<file path="src/ccbq_pkg.sv">
package ccbq_pkg;
   localparam int CTRL_NO_DISC = 3;
   localparam int CTRL_NO_UNDERRUN = 4;
   localparam int CTRL_NO_DATA = 5;
   localparam int CTRL_NO_ZERO_STAT = 6;
   localparam int CTRL_NO_INTR = 7;
   localparam logic [7:0] CTRL_USED_MASK = 8'hf8;
   localparam int LUN_TAG_EN = 5;
   localparam int LUN_TYPE_LO = 6;
   localparam logic [7:0] IDENT_NO_DISC = 8'h80;
   localparam logic [7:0] IDENT_DISC = 8'hc0;
   localparam logic [7:0] MSG_TAG_SIMPLE = 8'h20;
   localparam logic [7:0] MSG_TAG_HEAD = 8'h21;
   localparam logic [7:0] MSG_TAG_ORDERED = 8'h22;
   localparam logic [7:0] STAT_OK = 8'h00;
   localparam logic [7:0] STAT_UNDERRUN = 8'h12;
   localparam logic [7:0] STAT_RST_SELF = 8'h22;
   localparam logic [7:0] STAT_RST_OTHER = 8'h23;
   localparam logic [7:0] STAT_UNTAGGED_RECON = 8'h24;
   localparam logic [7:0] STAT_BDR = 8'h25;
   localparam logic [7:0] OPC_RESID_A = 8'h03;
   localparam logic [7:0] OPC_RESID_B = 8'h04;
   localparam logic [31:0] SG_ENTRY_BYTES = 32'h0000_0008;
   localparam int SG_CNT_W = 14;
   localparam logic [13:0] SG_MAX_ENTRIES = 14'h2000;
   localparam int NSLOT = 8;
   localparam int SLOT_W = 3;
   localparam int DATA_W = 32;
   localparam int FIFO_DEPTH = 32;
   typedef enum logic [2:0] {
      ST_IDLE = 3'b000,
      ST_SELECT = 3'b001,
      ST_SG_REQ = 3'b010,
      ST_SG_WAIT = 3'b011,
      ST_DATA = 3'b100,
      ST_DONE = 3'b101
   } ccbq_state_t;
endpackage : ccbq_pkg

</file>
<file path="src/ccbq_fifo.sv">
`timescale 1ns/1ps
module ccbq_fifo #(
   parameter int WIDTH = 32,
   parameter int DEPTH = 32
) (
   input wire logic clk_sys,
   input wire logic rst_b,
   input wire logic in_valid,
   output logic in_ready,
   input wire logic [WIDTH-1:0] in_data,
   output logic out_valid,
   input wire logic out_ready,
   output logic [WIDTH-1:0] out_data
);
   localparam int AW = $clog2(DEPTH);
   logic [WIDTH-1:0] mem [DEPTH];
   logic [AW-1:0] wr_ptr;
   logic [AW-1:0] rd_ptr;
   logic [AW:0] count;
   logic push;
   logic pop;

   assign in_ready = (count != (AW+1)'(DEPTH));
   assign out_valid = (count != '0);
   assign push = in_valid & in_ready;
   assign pop = out_valid & out_ready;
   assign out_data = mem[rd_ptr];

   always_ff @(posedge clk_sys) begin
      if (push) begin
         mem[wr_ptr] <= in_data;
      end
   end

   always_ff @(posedge clk_sys or negedge rst_b) begin
      if (!rst_b) begin
         wr_ptr <= '0;
         rd_ptr <= '0;
         count <= '0;
      end else begin
         if (push) begin
            wr_ptr <= (wr_ptr == AW'(DEPTH-1)) ? '0 : wr_ptr + 1'b1;
         end
         if (pop) begin
            rd_ptr <= (rd_ptr == AW'(DEPTH-1)) ? '0 : rd_ptr + 1'b1;
         end
         count <= count + (AW+1)'(push) - (AW+1)'(pop);
      end
   end
endmodule : ccbq_fifo

</file>
<file path="src/ccbq_ctrl.sv">
`timescale 1ns/1ps
module ccbq_ctrl (
   input wire logic clk_sys,
   input wire logic rst_b,
   input wire logic target_mode,
   input wire logic opt_valid,
   input wire logic [7:0] opt_no_disc,
   input wire logic auto_sense_en,
   input wire logic [7:0] sync_needed,
   input wire logic cmd_valid,
   output logic cmd_ready,
   input wire logic [7:0] cmd_opcode,
   input wire logic [7:0] cmd_control,
   input wire logic [7:0] cmd_lun_tag,
   input wire logic [2:0] cmd_target,
   input wire logic cmd_sg,
   input wire logic [31:0] cmd_data_count,
   input wire logic [31:0] cmd_data_addr,
   input wire logic [13:0] cmd_sg_entries,
   output logic [2:0] cmd_slot,
   output logic sel_valid,
   input wire logic sel_ready,
   output logic [2:0] sel_target,
   output logic [7:0] sel_identify,
   output logic sel_tag_en,
   output logic [7:0] sel_tag_msg,
   output logic [7:0] sel_tag_id,
   output logic sel_sync_neg,
   output logic sg_req_valid,
   input wire logic sg_req_ready,
   output logic [31:0] sg_req_addr,
   input wire logic sg_rsp_valid,
   input wire logic [63:0] sg_rsp_data,
   output logic dma_seg_valid,
   output logic [31:0] dma_seg_addr,
   output logic [31:0] dma_seg_len,
   input wire logic scsi_in_valid,
   output logic scsi_in_ready,
   input wire logic [31:0] scsi_in_data,
   output logic host_out_valid,
   input wire logic host_out_ready,
   output logic [31:0] host_out_data,
   input wire logic xfer_done_valid,
   input wire logic [31:0] xfer_moved,
   input wire logic [7:0] xfer_target_status,
   input wire logic recon_valid,
   input wire logic [2:0] recon_target,
   input wire logic recon_tagged,
   input wire logic [2:0] recon_tag,
   input wire logic abort_valid,
   input wire logic [2:0] abort_slot,
   input wire logic bdr_sent,
   input wire logic [2:0] bdr_target,
   input wire logic bus_reset,
   input wire logic bus_reset_self,
   input wire logic ca_valid,
   input wire logic [2:0] ca_target,
   output logic abort_msg_valid,
   output logic [2:0] abort_msg_target,
   output logic sense_req_valid,
   output logic ca_host_valid,
   output logic [2:0] ca_out_target,
   output logic cmpl_valid,
   output logic [2:0] cmpl_slot,
   output logic cmpl_aborted,
   output logic [7:0] cmpl_adapter_status,
   output logic [7:0] cmpl_target_status,
   output logic cmpl_wr_adapter_status,
   output logic cmpl_wr_target_status,
   output logic cmpl_wr_residual,
   output logic [31:0] cmpl_residual,
   output logic cmpl_irq
);
   ccbq_pkg::ccbq_state_t state;
   logic [ccbq_pkg::NSLOT-1:0] slot_valid;
   logic [ccbq_pkg::NSLOT-1:0] slot_tagged;
   logic [ccbq_pkg::NSLOT-1:0] slot_abort;
   logic [2:0] slot_target [ccbq_pkg::NSLOT];
   logic [7:0] slot_ctrl [ccbq_pkg::NSLOT];
   logic [ccbq_pkg::NSLOT-1:0] flush_pend;
   logic [ccbq_pkg::NSLOT-1:0] flush_abt;
   logic [7:0] flush_stat [ccbq_pkg::NSLOT];
   logic [ccbq_pkg::NSLOT-1:0] hit_flush;
   logic [ccbq_pkg::NSLOT-1:0] hit_abort;
   logic [ccbq_pkg::NSLOT-1:0] tag_out_here;
   logic [2:0] free_sel;
   logic free_any;
   logic [2:0] flush_sel;
   logic emit_flush;
   logic alloc;
   logic done_fire;
   logic recon_bad;
   logic abort_now;
   logic [7:0] eff_ctrl;
   logic [7:0] cur_ctrl;
   logic [7:0] cur_opcode;
   logic [2:0] cur_slot;
   logic cur_sg;
   logic [31:0] cur_addr;
   logic [31:0] expect_cnt;
   logic [13:0] sg_total;
   logic [13:0] sg_idx;
   logic [31:0] done_resid;
   logic [7:0] done_astat;
   logic [7:0] done_tstat;
   logic tag_req;
   logic [7:0] reset_stat;

   // Target mode leaves the flags without meaning; reserved bits dropped
   assign eff_ctrl = target_mode ? 8'h00 :
                     (cmd_control & ccbq_pkg::CTRL_USED_MASK);

   always_comb begin
      free_sel = 3'h0;
      free_any = 1'b0;
      flush_sel = 3'h0;
      for (int i = ccbq_pkg::NSLOT - 1; i >= 0; i--) begin
         if (!slot_valid[i] && !flush_pend[i]) begin
            free_sel = 3'(i);
            free_any = 1'b1;
         end
         if (flush_pend[i]) begin
            flush_sel = 3'(i);
         end
      end
   end

   assign cmd_ready = (state == ccbq_pkg::ST_IDLE) & free_any;
   assign alloc = cmd_valid & cmd_ready;
   assign done_fire = (state == ccbq_pkg::ST_DATA) & xfer_done_valid;
   assign recon_bad = recon_valid & !recon_tagged & (|tag_out_here);
   assign abort_now = |hit_abort;
   assign emit_flush = (|flush_pend) & (state != ccbq_pkg::ST_DONE);
   assign reset_stat = bus_reset_self ? ccbq_pkg::STAT_RST_SELF :
                       ccbq_pkg::STAT_RST_OTHER;

   for (genvar s = 0; s < ccbq_pkg::NSLOT; s++) begin : g_slot
      logic hit_rst;
      logic hit_bdr;
      logic hit_recon;
      logic hit_abt_untag;
      logic hit_abt_tag;
      assign tag_out_here[s] = slot_valid[s] & slot_tagged[s] &
                               (slot_target[s] == recon_target);
      assign hit_rst = bus_reset & slot_valid[s];
      assign hit_bdr = bdr_sent & slot_valid[s] &
                       (slot_target[s] == bdr_target);
      assign hit_recon = recon_bad & slot_valid[s] &
                         (slot_target[s] == recon_target);
      assign hit_abt_untag = abort_valid & (abort_slot == 3'(s)) &
                             slot_valid[s] & !slot_tagged[s];
      // Tagged abort only once the target brings back this nexus
      assign hit_abt_tag = recon_valid & recon_tagged &
                           (recon_tag == 3'(s)) & slot_valid[s] &
                           slot_abort[s] &
                           (slot_target[s] == recon_target);
      assign hit_abort[s] = hit_abt_untag | hit_abt_tag;
      assign hit_flush[s] = hit_rst | hit_bdr | hit_recon | hit_abort[s];

      always_ff @(posedge clk_sys or negedge rst_b) begin
         if (!rst_b) begin
            slot_valid[s] <= 1'b0;
            slot_tagged[s] <= 1'b0;
            slot_abort[s] <= 1'b0;
            slot_target[s] <= 3'h0;
            slot_ctrl[s] <= 8'h00;
         end else if (hit_flush[s]) begin
            slot_valid[s] <= 1'b0;
            slot_abort[s] <= 1'b0;
         end else if (done_fire && cur_slot == 3'(s)) begin
            slot_valid[s] <= 1'b0;
         end else if (alloc && free_sel == 3'(s)) begin
            slot_valid[s] <= 1'b1;
            slot_tagged[s] <= tag_req;
            slot_abort[s] <= 1'b0;
            slot_target[s] <= cmd_target;
            slot_ctrl[s] <= eff_ctrl;
         end else if (abort_valid && abort_slot == 3'(s) &&
                      slot_valid[s] && slot_tagged[s]) begin
            slot_abort[s] <= 1'b1;
         end
      end

      // A new mark wins over the clear of an emitted entry
      always_ff @(posedge clk_sys or negedge rst_b) begin
         if (!rst_b) begin
            flush_pend[s] <= 1'b0;
            flush_abt[s] <= 1'b0;
            flush_stat[s] <= 8'h00;
         end else if (hit_flush[s]) begin
            flush_pend[s] <= 1'b1;
            flush_abt[s] <= hit_abort[s] & !hit_rst & !hit_bdr & !hit_recon;
            flush_stat[s] <= hit_rst ? reset_stat :
                             hit_bdr ? ccbq_pkg::STAT_BDR :
                             hit_recon ? ccbq_pkg::STAT_UNTAGGED_RECON :
                             ccbq_pkg::STAT_OK;
         end else if (emit_flush && flush_sel == 3'(s)) begin
            flush_pend[s] <= 1'b0;
         end
      end
   end

   // Negotiation pending means the tag is held back for this command
   assign tag_req = cmd_lun_tag[ccbq_pkg::LUN_TAG_EN] &
                    !sync_needed[cmd_target];

   always_ff @(posedge clk_sys or negedge rst_b) begin
      if (!rst_b) begin
         sel_target <= 3'h0;
         sel_identify <= 8'h00;
         sel_tag_en <= 1'b0;
         sel_tag_msg <= 8'h00;
         sel_tag_id <= 8'h00;
         sel_sync_neg <= 1'b0;
         cmd_slot <= 3'h0;
      end else if (alloc) begin
         sel_target <= cmd_target;
         if (eff_ctrl[ccbq_pkg::CTRL_NO_DISC]) begin
            sel_identify <= ccbq_pkg::IDENT_NO_DISC;
         end else if (opt_valid && opt_no_disc[cmd_target]) begin
            sel_identify <= ccbq_pkg::IDENT_NO_DISC;
         end else begin
            sel_identify <= ccbq_pkg::IDENT_DISC | {5'h00, cmd_lun_tag[2:0]};
         end
         sel_tag_en <= tag_req;
         case (cmd_lun_tag[7:ccbq_pkg::LUN_TYPE_LO])
            2'b01: sel_tag_msg <= ccbq_pkg::MSG_TAG_HEAD;
            2'b10: sel_tag_msg <= ccbq_pkg::MSG_TAG_ORDERED;
            default: sel_tag_msg <= ccbq_pkg::MSG_TAG_SIMPLE;
         endcase
         sel_tag_id <= {5'h00, free_sel};
         sel_sync_neg <= sync_needed[cmd_target];
         cmd_slot <= free_sel;
      end
   end

   assign sel_valid = (state == ccbq_pkg::ST_SELECT);
   assign sg_req_valid = (state == ccbq_pkg::ST_SG_REQ);

   always_ff @(posedge clk_sys or negedge rst_b) begin
      if (!rst_b) begin
         state <= ccbq_pkg::ST_IDLE;
      end else if (state != ccbq_pkg::ST_IDLE && state != ccbq_pkg::ST_DONE &&
                   hit_flush[cur_slot]) begin
         state <= ccbq_pkg::ST_IDLE;
      end else begin
         case (state)
            ccbq_pkg::ST_IDLE: begin
               if (alloc) begin
                  state <= ccbq_pkg::ST_SELECT;
               end
            end
            ccbq_pkg::ST_SELECT: begin
               if (sel_ready) begin
                  state <= (cur_sg && sg_total != 14'h0) ?
                           ccbq_pkg::ST_SG_REQ : ccbq_pkg::ST_DATA;
               end
            end
            ccbq_pkg::ST_SG_REQ: begin
               if (sg_req_ready) begin
                  state <= ccbq_pkg::ST_SG_WAIT;
               end
            end
            ccbq_pkg::ST_SG_WAIT: begin
               if (sg_rsp_valid) begin
                  state <= (sg_idx + 14'h1 == sg_total) ?
                           ccbq_pkg::ST_DATA : ccbq_pkg::ST_SG_REQ;
               end
            end
            ccbq_pkg::ST_DATA: begin
               if (xfer_done_valid) begin
                  state <= ccbq_pkg::ST_DONE;
               end
            end
            ccbq_pkg::ST_DONE: state <= ccbq_pkg::ST_IDLE;
            default: state <= ccbq_pkg::ST_IDLE;
         endcase
      end
   end

   // Command context and segment list walk
   always_ff @(posedge clk_sys or negedge rst_b) begin
      if (!rst_b) begin
         cur_ctrl <= 8'h00;
         cur_opcode <= 8'h00;
         cur_slot <= 3'h0;
         cur_sg <= 1'b0;
         cur_addr <= 32'h0000_0000;
         expect_cnt <= 32'h0000_0000;
         sg_total <= 14'h0;
         sg_idx <= 14'h0;
      end else if (alloc) begin
         cur_ctrl <= eff_ctrl;
         cur_opcode <= cmd_opcode;
         cur_slot <= free_sel;
         cur_sg <= cmd_sg;
         cur_addr <= cmd_data_addr;
         expect_cnt <= cmd_sg ? 32'h0000_0000 : cmd_data_count;
         // Over-long lists are cut to the largest legal length
         sg_total <= (cmd_sg_entries > ccbq_pkg::SG_MAX_ENTRIES) ?
                     ccbq_pkg::SG_MAX_ENTRIES : cmd_sg_entries;
         sg_idx <= 14'h0;
      end else if (state == ccbq_pkg::ST_SG_WAIT && sg_rsp_valid) begin
         expect_cnt <= expect_cnt + sg_rsp_data[31:0];
         cur_addr <= cur_addr + ccbq_pkg::SG_ENTRY_BYTES;
         sg_idx <= sg_idx + 14'h1;
      end
   end

   assign sg_req_addr = cur_addr;

   always_ff @(posedge clk_sys or negedge rst_b) begin
      if (!rst_b) begin
         dma_seg_valid <= 1'b0;
         dma_seg_addr <= 32'h0000_0000;
         dma_seg_len <= 32'h0000_0000;
      end else begin
         dma_seg_valid <= 1'b0;
         if (state == ccbq_pkg::ST_SG_WAIT && sg_rsp_valid) begin
            dma_seg_valid <= !cur_ctrl[ccbq_pkg::CTRL_NO_DATA];
            dma_seg_addr <= sg_rsp_data[63:32];
            dma_seg_len <= sg_rsp_data[31:0];
         end else if (state == ccbq_pkg::ST_SELECT && sel_ready && !cur_sg) begin
            dma_seg_valid <= !cur_ctrl[ccbq_pkg::CTRL_NO_DATA];
            dma_seg_addr <= cur_addr;
            dma_seg_len <= expect_cnt;
         end
      end
   end

   // With no data the target stream is drained so the bus never hangs
   logic fifo_in_valid;
   logic fifo_in_ready;
   assign fifo_in_valid = scsi_in_valid & (state == ccbq_pkg::ST_DATA) &
                          !cur_ctrl[ccbq_pkg::CTRL_NO_DATA];
   assign scsi_in_ready = (state == ccbq_pkg::ST_DATA) &
                          (cur_ctrl[ccbq_pkg::CTRL_NO_DATA] | fifo_in_ready);

   ccbq_fifo #(
      .WIDTH(ccbq_pkg::DATA_W),
      .DEPTH(ccbq_pkg::FIFO_DEPTH)
   ) u_fifo (
      .clk_sys(clk_sys),
      .rst_b(rst_b),
      .in_valid(fifo_in_valid),
      .in_ready(fifo_in_ready),
      .in_data(scsi_in_data),
      .out_valid(host_out_valid),
      .out_ready(host_out_ready),
      .out_data(host_out_data)
   );

   always_ff @(posedge clk_sys or negedge rst_b) begin
      if (!rst_b) begin
         done_resid <= 32'h0000_0000;
         done_astat <= 8'h00;
         done_tstat <= 8'h00;
      end else if (done_fire) begin
         done_resid <= expect_cnt - xfer_moved;
         done_tstat <= xfer_target_status;
         if (xfer_moved != expect_cnt &&
             !cur_ctrl[ccbq_pkg::CTRL_NO_UNDERRUN]) begin
            done_astat <= ccbq_pkg::STAT_UNDERRUN;
         end else begin
            done_astat <= ccbq_pkg::STAT_OK;
         end
      end
   end

   always_ff @(posedge clk_sys or negedge rst_b) begin
      if (!rst_b) begin
         cmpl_valid <= 1'b0;
         cmpl_slot <= 3'h0;
         cmpl_aborted <= 1'b0;
         cmpl_adapter_status <= 8'h00;
         cmpl_target_status <= 8'h00;
         cmpl_wr_adapter_status <= 1'b0;
         cmpl_wr_target_status <= 1'b0;
         cmpl_wr_residual <= 1'b0;
         cmpl_residual <= 32'h0000_0000;
         cmpl_irq <= 1'b0;
      end else if (state == ccbq_pkg::ST_DONE) begin
         cmpl_valid <= 1'b1;
         cmpl_slot <= cur_slot;
         cmpl_aborted <= 1'b0;
         cmpl_adapter_status <= done_astat;
         cmpl_target_status <= done_tstat;
         cmpl_wr_adapter_status <= !(cur_ctrl[ccbq_pkg::CTRL_NO_ZERO_STAT] &&
                                     done_astat == 8'h00);
         cmpl_wr_target_status <= !(cur_ctrl[ccbq_pkg::CTRL_NO_ZERO_STAT] &&
                                    done_tstat == 8'h00);
         cmpl_wr_residual <= (cur_opcode == ccbq_pkg::OPC_RESID_A) ||
                             (cur_opcode == ccbq_pkg::OPC_RESID_B);
         cmpl_residual <= done_resid;
         cmpl_irq <= !cur_ctrl[ccbq_pkg::CTRL_NO_INTR];
      end else if (emit_flush) begin
         cmpl_valid <= 1'b1;
         cmpl_slot <= flush_sel;
         cmpl_aborted <= flush_abt[flush_sel];
         cmpl_adapter_status <= flush_stat[flush_sel];
         cmpl_target_status <= 8'h00;
         cmpl_wr_adapter_status <=
            !(slot_ctrl[flush_sel][ccbq_pkg::CTRL_NO_ZERO_STAT] &&
              flush_stat[flush_sel] == 8'h00);
         cmpl_wr_target_status <=
            !slot_ctrl[flush_sel][ccbq_pkg::CTRL_NO_ZERO_STAT];
         cmpl_wr_residual <= 1'b0;
         cmpl_residual <= 32'h0000_0000;
         cmpl_irq <= !slot_ctrl[flush_sel][ccbq_pkg::CTRL_NO_INTR];
      end else begin
         cmpl_valid <= 1'b0;
         cmpl_irq <= 1'b0;
      end
   end

   always_ff @(posedge clk_sys or negedge rst_b) begin
      if (!rst_b) begin
         abort_msg_valid <= 1'b0;
         abort_msg_target <= 3'h0;
      end else begin
         abort_msg_valid <= recon_bad | abort_now;
         if (recon_bad || (recon_valid && abort_now)) begin
            abort_msg_target <= recon_target;
         end else if (abort_now) begin
            abort_msg_target <= slot_target[abort_slot];
         end
      end
   end

   always_ff @(posedge clk_sys or negedge rst_b) begin
      if (!rst_b) begin
         sense_req_valid <= 1'b0;
         ca_host_valid <= 1'b0;
         ca_out_target <= 3'h0;
      end else begin
         sense_req_valid <= ca_valid & auto_sense_en;
         ca_host_valid <= ca_valid & !auto_sense_en;
         if (ca_valid) begin
            ca_out_target <= ca_target;
         end
      end
   end
endmodule : ccbq_ctrl

</file>
<file path="config.mk">
export PLATFORM = sky130hd
export DESIGN_NAME = ccbq_ctrl
export DESIGN_NICKNAME = d
export VERILOG_FILES = /design/src/ccbq_pkg.sv /design/src/ccbq_fifo.sv /design/src/ccbq_ctrl.sv
export SDC_FILE = /design/constraint.sdc
export NUM_CORES = 2
export LEC_CHECK = 0
export ABC_AREA = 0
export BUFFER_PORTS_ARGS = -buffer_cell sky130_fd_sc_hd__buf_2
export CAP_MARGIN = 25
export CORE_ASPECT_RATIO = 1.1
export CORE_MARGIN = 4
export CORE_UTILIZATION = 35
export CTS_CLUSTER_SIZE = 20
export DETAILED_ROUTE_END_ITERATION = 12
export PLACE_DENSITY = 0.54
export SLEW_MARGIN = 20
export SYNTH_ARGS = -nofsm -noshare
export SYNTH_HDL_FRONTEND = slang
export SYNTH_SLANG_ARGS = --single-unit
</file>
<file path="constraint.sdc">
create_clock -name clk_sys -period 5.5 [get_ports clk_sys]
set_clock_uncertainty 0.15 [all_clocks]
set_input_delay 0.825 -clock clk_sys [delete_from_list [all_inputs] [get_ports clk_sys]]
set_output_delay 0.825 -clock clk_sys [all_outputs]
set_load 0.01 [all_outputs]
</file>
After elaboration in Yosys (flattened, before gate mapping)
Memories as Yosys holds them, arrays and structs flattened.
Cells that the tools add are included.
{"block": "totals", "ff_bits": 523, "mem_bits_rw": 1024, "inputBits": 292, "out_inout_bits": 232, "mem_count": 1}
{"block": "op_classes", "addsub": 8, "magnitude_cmp": 6, "eq_ne": 79, "mux": 192, "bitwise": 203, "reduce_logical": 190}
{"name": "u_fifo.mem", "depth": 32, "word_bits": 32, "read_ports": 1, "rd_ports_with_merged_regs": 0, "wr": 1, "line": "ccbq_fifo.sv:16", "source": "logic [WIDTH-1:0] mem [DEPTH];"}
{"cell": "$mux W32", "count": 11}
{"cell": "$and A1 B1 Y1", "count": 151}
{"cell": "$mux W6", "count": 24}
{"cell": "$mux W1", "count": 101}
{"cell": "$mux W3", "count": 30}
{"cell": "$mux W8", "count": 9}
{"cell": "$logic_and A1 B1 Y1", "count": 68}
{"cell": "$eq A3 B3 Y1 const B", "count": 22}
{"cell": "$logic_not A1 Y1", "count": 60}
{"cell": "$reduce_bool A3 Y1", "count": 17}
{"cell": "$bmux W8 S3", "count": 2}
{"cell": "$eq A3 B3 Y1", "count": 16}
{"cell": "$mux W14", "count": 3}
{"cell": "$eq A3 B2 Y1 const B", "count": 12}
{"cell": "$or A1 B1 Y1", "count": 34}
{"cell": "$add A32 B32 Y32", "count": 1}
{"cell": "$add A32 B4 Y32 const B", "count": 1}
{"cell": "$ne A32 B32 Y1", "count": 1}
{"cell": "$sub A32 B32 Y32", "count": 1}
{"cell": "$logic_not A8 Y1", "count": 3}
{"cell": "$reduce_and A3 Y1", "count": 8}
{"cell": "$reduce_bool A2 Y1", "count": 12}
{"cell": "$reduce_or A8 Y1", "count": 3}
{"cell": "$eq A3 B1 Y1 const B", "count": 6}
{"cell": "32 further kinds", "count": 82}

Depth between registers and ports, before layout
{"block": "logic_depth", "word_depth": 17, "mapped_depth": 16}

Modules after synthesis
Synthesis repeated with hierarchy kept, for this count alone.
{"block": "hier_totals", "hier_cells": 4694, "area_unflattened_um2": 62909.1}
{"mod": "ccbq_fifo", "instances": 1, "cells_each": 2165, "area_per_inst_um2": 40407.5}
{"mod": "ccbq_ctrl", "instances": 1, "cells_each": 2529, "area_per_inst_um2": 22501.6}

Worst setup path before layout
Ideal clock, no wire load.
{"block": "synth_path", "kind": "input to register", "start": "in scsi_in_valid", "end": "mem u_fifo.mem[16][0] (enable)", "setup_ps": 461, "arrival_time_ps": 3849, "required_time_ps": 4889, "path_slack_ps": 1040, "cell_stages": 5, "cell_sequence": "and4b_1 > clkbuf_1 > clkbuf_1 > nand2_1 > nor3_1"}
{"block": "synth_via", "elab_chain_len": 5}
{"item": "from (decl)", "line": "ccbq_ctrl.sv:37", "source": "input wire logic scsi_in_valid,"}
{"item": "$and A1 B1 Y1 (2 in series)", "line": "ccbq_ctrl.sv:334", "source": "assign fifo_in_valid = scsi_in_valid & (state == ccbq_pkg::ST_DATA) &"}
{"item": "$and A1 B1 Y1", "line": "ccbq_fifo.sv:25", "source": "assign push = in_valid & in_ready;"}
{"item": "named net u_fifo.push", "line": "ccbq_fifo.sv:20", "source": "logic push;"}
{"item": "$mux W1", "line": "ccbq_fifo.sv:30", "source": "if (push) begin"}
{"item": "$mux W1 (not written as such)", "line": "ccbq_fifo.sv:31", "source": "mem[wr_ptr] <= in_data;"}
{"item": "to (decl)", "line": "ccbq_fifo.sv:16"}
The timed path passes the listed nets, and every way through them passes these cells.

Worst setup path in the final report
{"block": "layout_path", "start": "reg u_fifo.rd_ptr[0]", "end": "out host_out_data[5]"}
{"block": "layout_via", "elab_chain_len": 1}
{"item": "from (decl)", "line": "ccbq_fifo.sv:18", "source": "logic [AW-1:0] rd_ptr;"}
{"item": "from (signal assigned)", "line": "ccbq_fifo.sv:45", "source": "rd_ptr <= (rd_ptr == AW'(DEPTH-1)) ? '0 : rd_ptr + 1'b1;"}
{"item": "$mem_v2 Z32 W32"}
{"item": "to (decl)", "line": "ccbq_ctrl.sv:42", "source": "output logic [31:0] host_out_data,"}
No other way between the ends.

==> flow_summary.ini <==
[sta]
rsz0062_at_grt = no
finalSetupViolCount = 0
fin_crit_ns = 4.79
tightest_slew_ns = 1.01
slew_headroom = 0.327
hold_violations = 0
fin_ws_ns = 0.710
drv_slew = 0
setup_tns_ns = 0
fin_crit_sh = 0.871
fmax_mhz = 209

[power]
powerDensity_nw_per_um2 = 481
combPwrFrac = 0.298
p_seq_frac = 0.406
intPower_uw = 23600
pwr-share-clk = 0.296
p_leak_uw = 0.0276
p_switching_uw = 11700
p_sw_frac = 0.331
vdd_ir_drop_max_uv = 430

[grt]
grt_max_degree = 114
gr-usage-all-layers = 0.198
grt_remaining_overflow = 0
grt_pass1_wl_um = 269000
antenna_found_initial = 30
first_global_vias = 38100

[clock_tree]
cts_made_buffers = 156
post_cts_resized = 0
clockBufferDepth = 3
cts_max_level = 4
clock_sinks = 1444
tritoncts = yes
clkTransAtPathRegs_ns = 0.06
holdBufCountCts = 3
postCtsSetupRepairBufs = 0
clkLatencyLatePin_ns = 0.81
cts_root_buf = clkbuf_16

[detailed_routing]
wirelength_um = 185000
antenna_left = 0
via_per_inst = 5.34
initialDrtViolationCount = 3392
drc = 0
avgRoutedWirePerCell_um = 25.9
firstDrtPassIters = 5
detailroute.via_count = 38100

[critical_path]
crit_path_end_kind = output port
cp_slowest_stage_delay_ns = 1.00
required_ns = 4.53
crit_top_cell = mux4_2
crit_type = reg -> out
crit_arrival_ns = 3.81
path_cells = buf_4 -> mux4_2 -> mux4_2 -> mux2_2 -> buf_2
crit_slowest_cell = dfrtp_4
crit_family = multiplexers
start_kind = register
cp_max_fo = 38
path_buf_inv = 2

[status]
status = finished, final reports clean

[synthesis]
ys.flop_type = edfxtp_1
yosys_warnings = 0
synth_seq_cells = 1444
synth-compound-area-share = 0.0616
syn-instance-count = 4075
synthXorXnorAreaFrac = 0.0192
synthAdderAreaFrac = 0.0171
synth_top_family_by_area = multiplexers
muxShareOfSynthArea = 0.141
seq_area_frac_synth = 0.664
syn_area_per_cell_um2 = 15.2
synth_edf_count = 1024
synth-simple-area-share = 0.0752
synth_cell_types = 84
async_reset_ff_frac = 0.291
syn_area_um2 = 62100

[cells_and_area]
seqCellArea_um2 = 41300
layout.nets = 5003
fillers = 16100
area_growth_pct = 18.0
multiInputGateArea_um2 = 19800
drive_gt1_frac = 0.277

[floorplan]
die_w_um = 410
chipHeight_um = 450
start_util = 0.354
dieArea_um2 = 184000
rows = 161
ios = 524
core_area_um2 = 176000

[placed_design]
pre_cts_ws_ns = 1.27
routabilityCongestion = 0.904
io_buffer_count = 502
dp_hpwl_um = 121000

[hold_path]
holdCritPathClass = in -> reg

[job]
max_cap_viol_count = 0
layout make-up:
cell class | count | share of cell area
Tap cell | 2363 | 0.0403
Inverter | 104 | 0.00533
Clock inverter | 83 | 0.0123
Sequential cell | 1444 | 0.563
Antenna cell | 16 | 0.000546
Clock buffer | 201 | 0.0574
Timing Repair Buffer | 616 | 0.0505
Multi-Input combinational cell | 2306 | 0.270
layout by cell type (no fill, tap or decap), drive strengths merged, types with 8 or more instances in the layout:
cell type and instances:
edfxtp 1024, buf 613, nand2 548, dfrtp 420, mux4 339, clkbuf 201, o21ai 168, nor2 142
a21oi 133, nand3 108, inv 107, ha 80, a22oi 78, mux2 77, xnor2 71, xor2 65
clkinv 61, nor3 49, nand4 44, a21o 34, mux2i 24, and3 22, nor4 22, nor2b 21
o21a 18, and2 18, nand2b 17, diode 16, a211oi 16, conb 16, a31oi 16, nand3b 14
a21boi 14, nor3b 13, a221o 12, bufinv 12, o31ai 11, o22ai 10, o211ai 8
path summary, 6_finish.rpt:
check                           depth (start not counted)                          from  slack [ns]                       endpoint
worst min register to register                          2    done_resid[24]$_DFFE_PN0P_        0.30  cmpl_residual[24]$_DFFE_PN0P_
max in group asynchronous                               3                         rst_b        3.32   dma_seg_addr[12]$_DFFE_PN0P_
min in group asynchronous                               2                         rst_b        0.55     slot_target[6]$_DFFE_PN0P_
worst max register to register                          6          state[0]$_DFFE_PN0P_        1.72   u_fifo.mem[21][25]$_DFFE_PP_
worst min-delay path                                    3              cmd_data_addr[2]        0.08     sg_req_addr[2]$_DFFE_PN0P_
worst max-delay path                                    5  u_fifo.rd_ptr[0]$_DFFE_PN0P_        0.71               host_out_data[5]
power by group through the flow:
stage | logic (µW) | registers (µW) | clock network (µW)
2_1_floorplan | 7100 | 14000 | 0
3_3_place_gp | 10500 | 14500 | 0
3_5_place_dp | 10600 | 14500 | 0
4_1_cts | 10700 | 14300 | 10700
5_1_grt | 11500 | 14500 | 11200
6_report | 10500 | 14300 | 10500
worst min-delay path, stage by stage:
cell,delay [ns]
buf_2,0.07
nand2_1,0.04
nand2_1,0.05
registers in the layout, summed over array words and instances (netlist names), 14 cells and up:
signal	count
cmpl_residual	32
slot_ctrl	16
slot_target	24
sg_idx	14
dma_seg_addr	32
u_fifo.mem	1024
dma_seg_len	32
flush_stat	32
sg_req_addr	32
expect_cnt	32
done_resid	32
sg_total	14
cells in the mapped netlist (44+ instances only):
master | n | area [µm²]
nor2_1 | 142 | 533
ha_1 | 80 | 1000
edfxtp_1 | 1024 | 30700
clkbuf_1 | 167 | 627
inv_1 | 102 | 383
xor2_1 | 65 | 569
dfrtp_1 | 420 | 10500
o21ai_0 | 166 | 831
nand3_1 | 108 | 541
nand2_1 | 548 | 2060
a22oi_1 | 78 | 586
mux2_2 | 77 | 867
nor3_1 | 47 | 235
mux4_2 | 339 | 7630
a21oi_1 | 132 | 661
nand4_1 | 44 | 275
xnor2_1 | 71 | 622
logic make-up after synthesis:
logic type                 after synthesis
AOI/OAI and AO/OA                      592
xor gates and xnor gates               136
adders and majority gates               83
buffers and inverters                  340
DFF                                   1444
muxes                                  440
other                                    1
and+or+nand+nor                       1039
through the flow:
| step | instances | hold WS [ns] | cell area [µm²] | util | power, µW |
|---|---|---|---|---|---|
| after floorplan | 4090 | 0.282 | 62200 | - | 21100 |
| after global placement | 6830 | 0.297 | 68100 | 0.388 | 25000 |
| after detailed placement | 6830 | 0.299 | 68100 | 0.388 | 25100 |
| after CTS | 7117 | 0.000616 | 73300 | 0.417 | 35700 |
| after global routing | 7126 | 0.0365 | 73300 | 0.417 | 37100 |
| final | 7133 | 0.0752 | 73300 | 0.417 | 35300 |
per-layer routing:
metal / up-vias / global-route usage / share of wire
met3: 288 / 0.0365 / 0.061
met4: 8 / 0.0570 / 0.028
met2: 1259 / 0.334 / 0.50
met1: 19800 / 0.260 / 0.41
met5: - / 0 / 0.00031
li1: 16700 / - / -
Note: power is estimated with default switching activity, not from simulation.
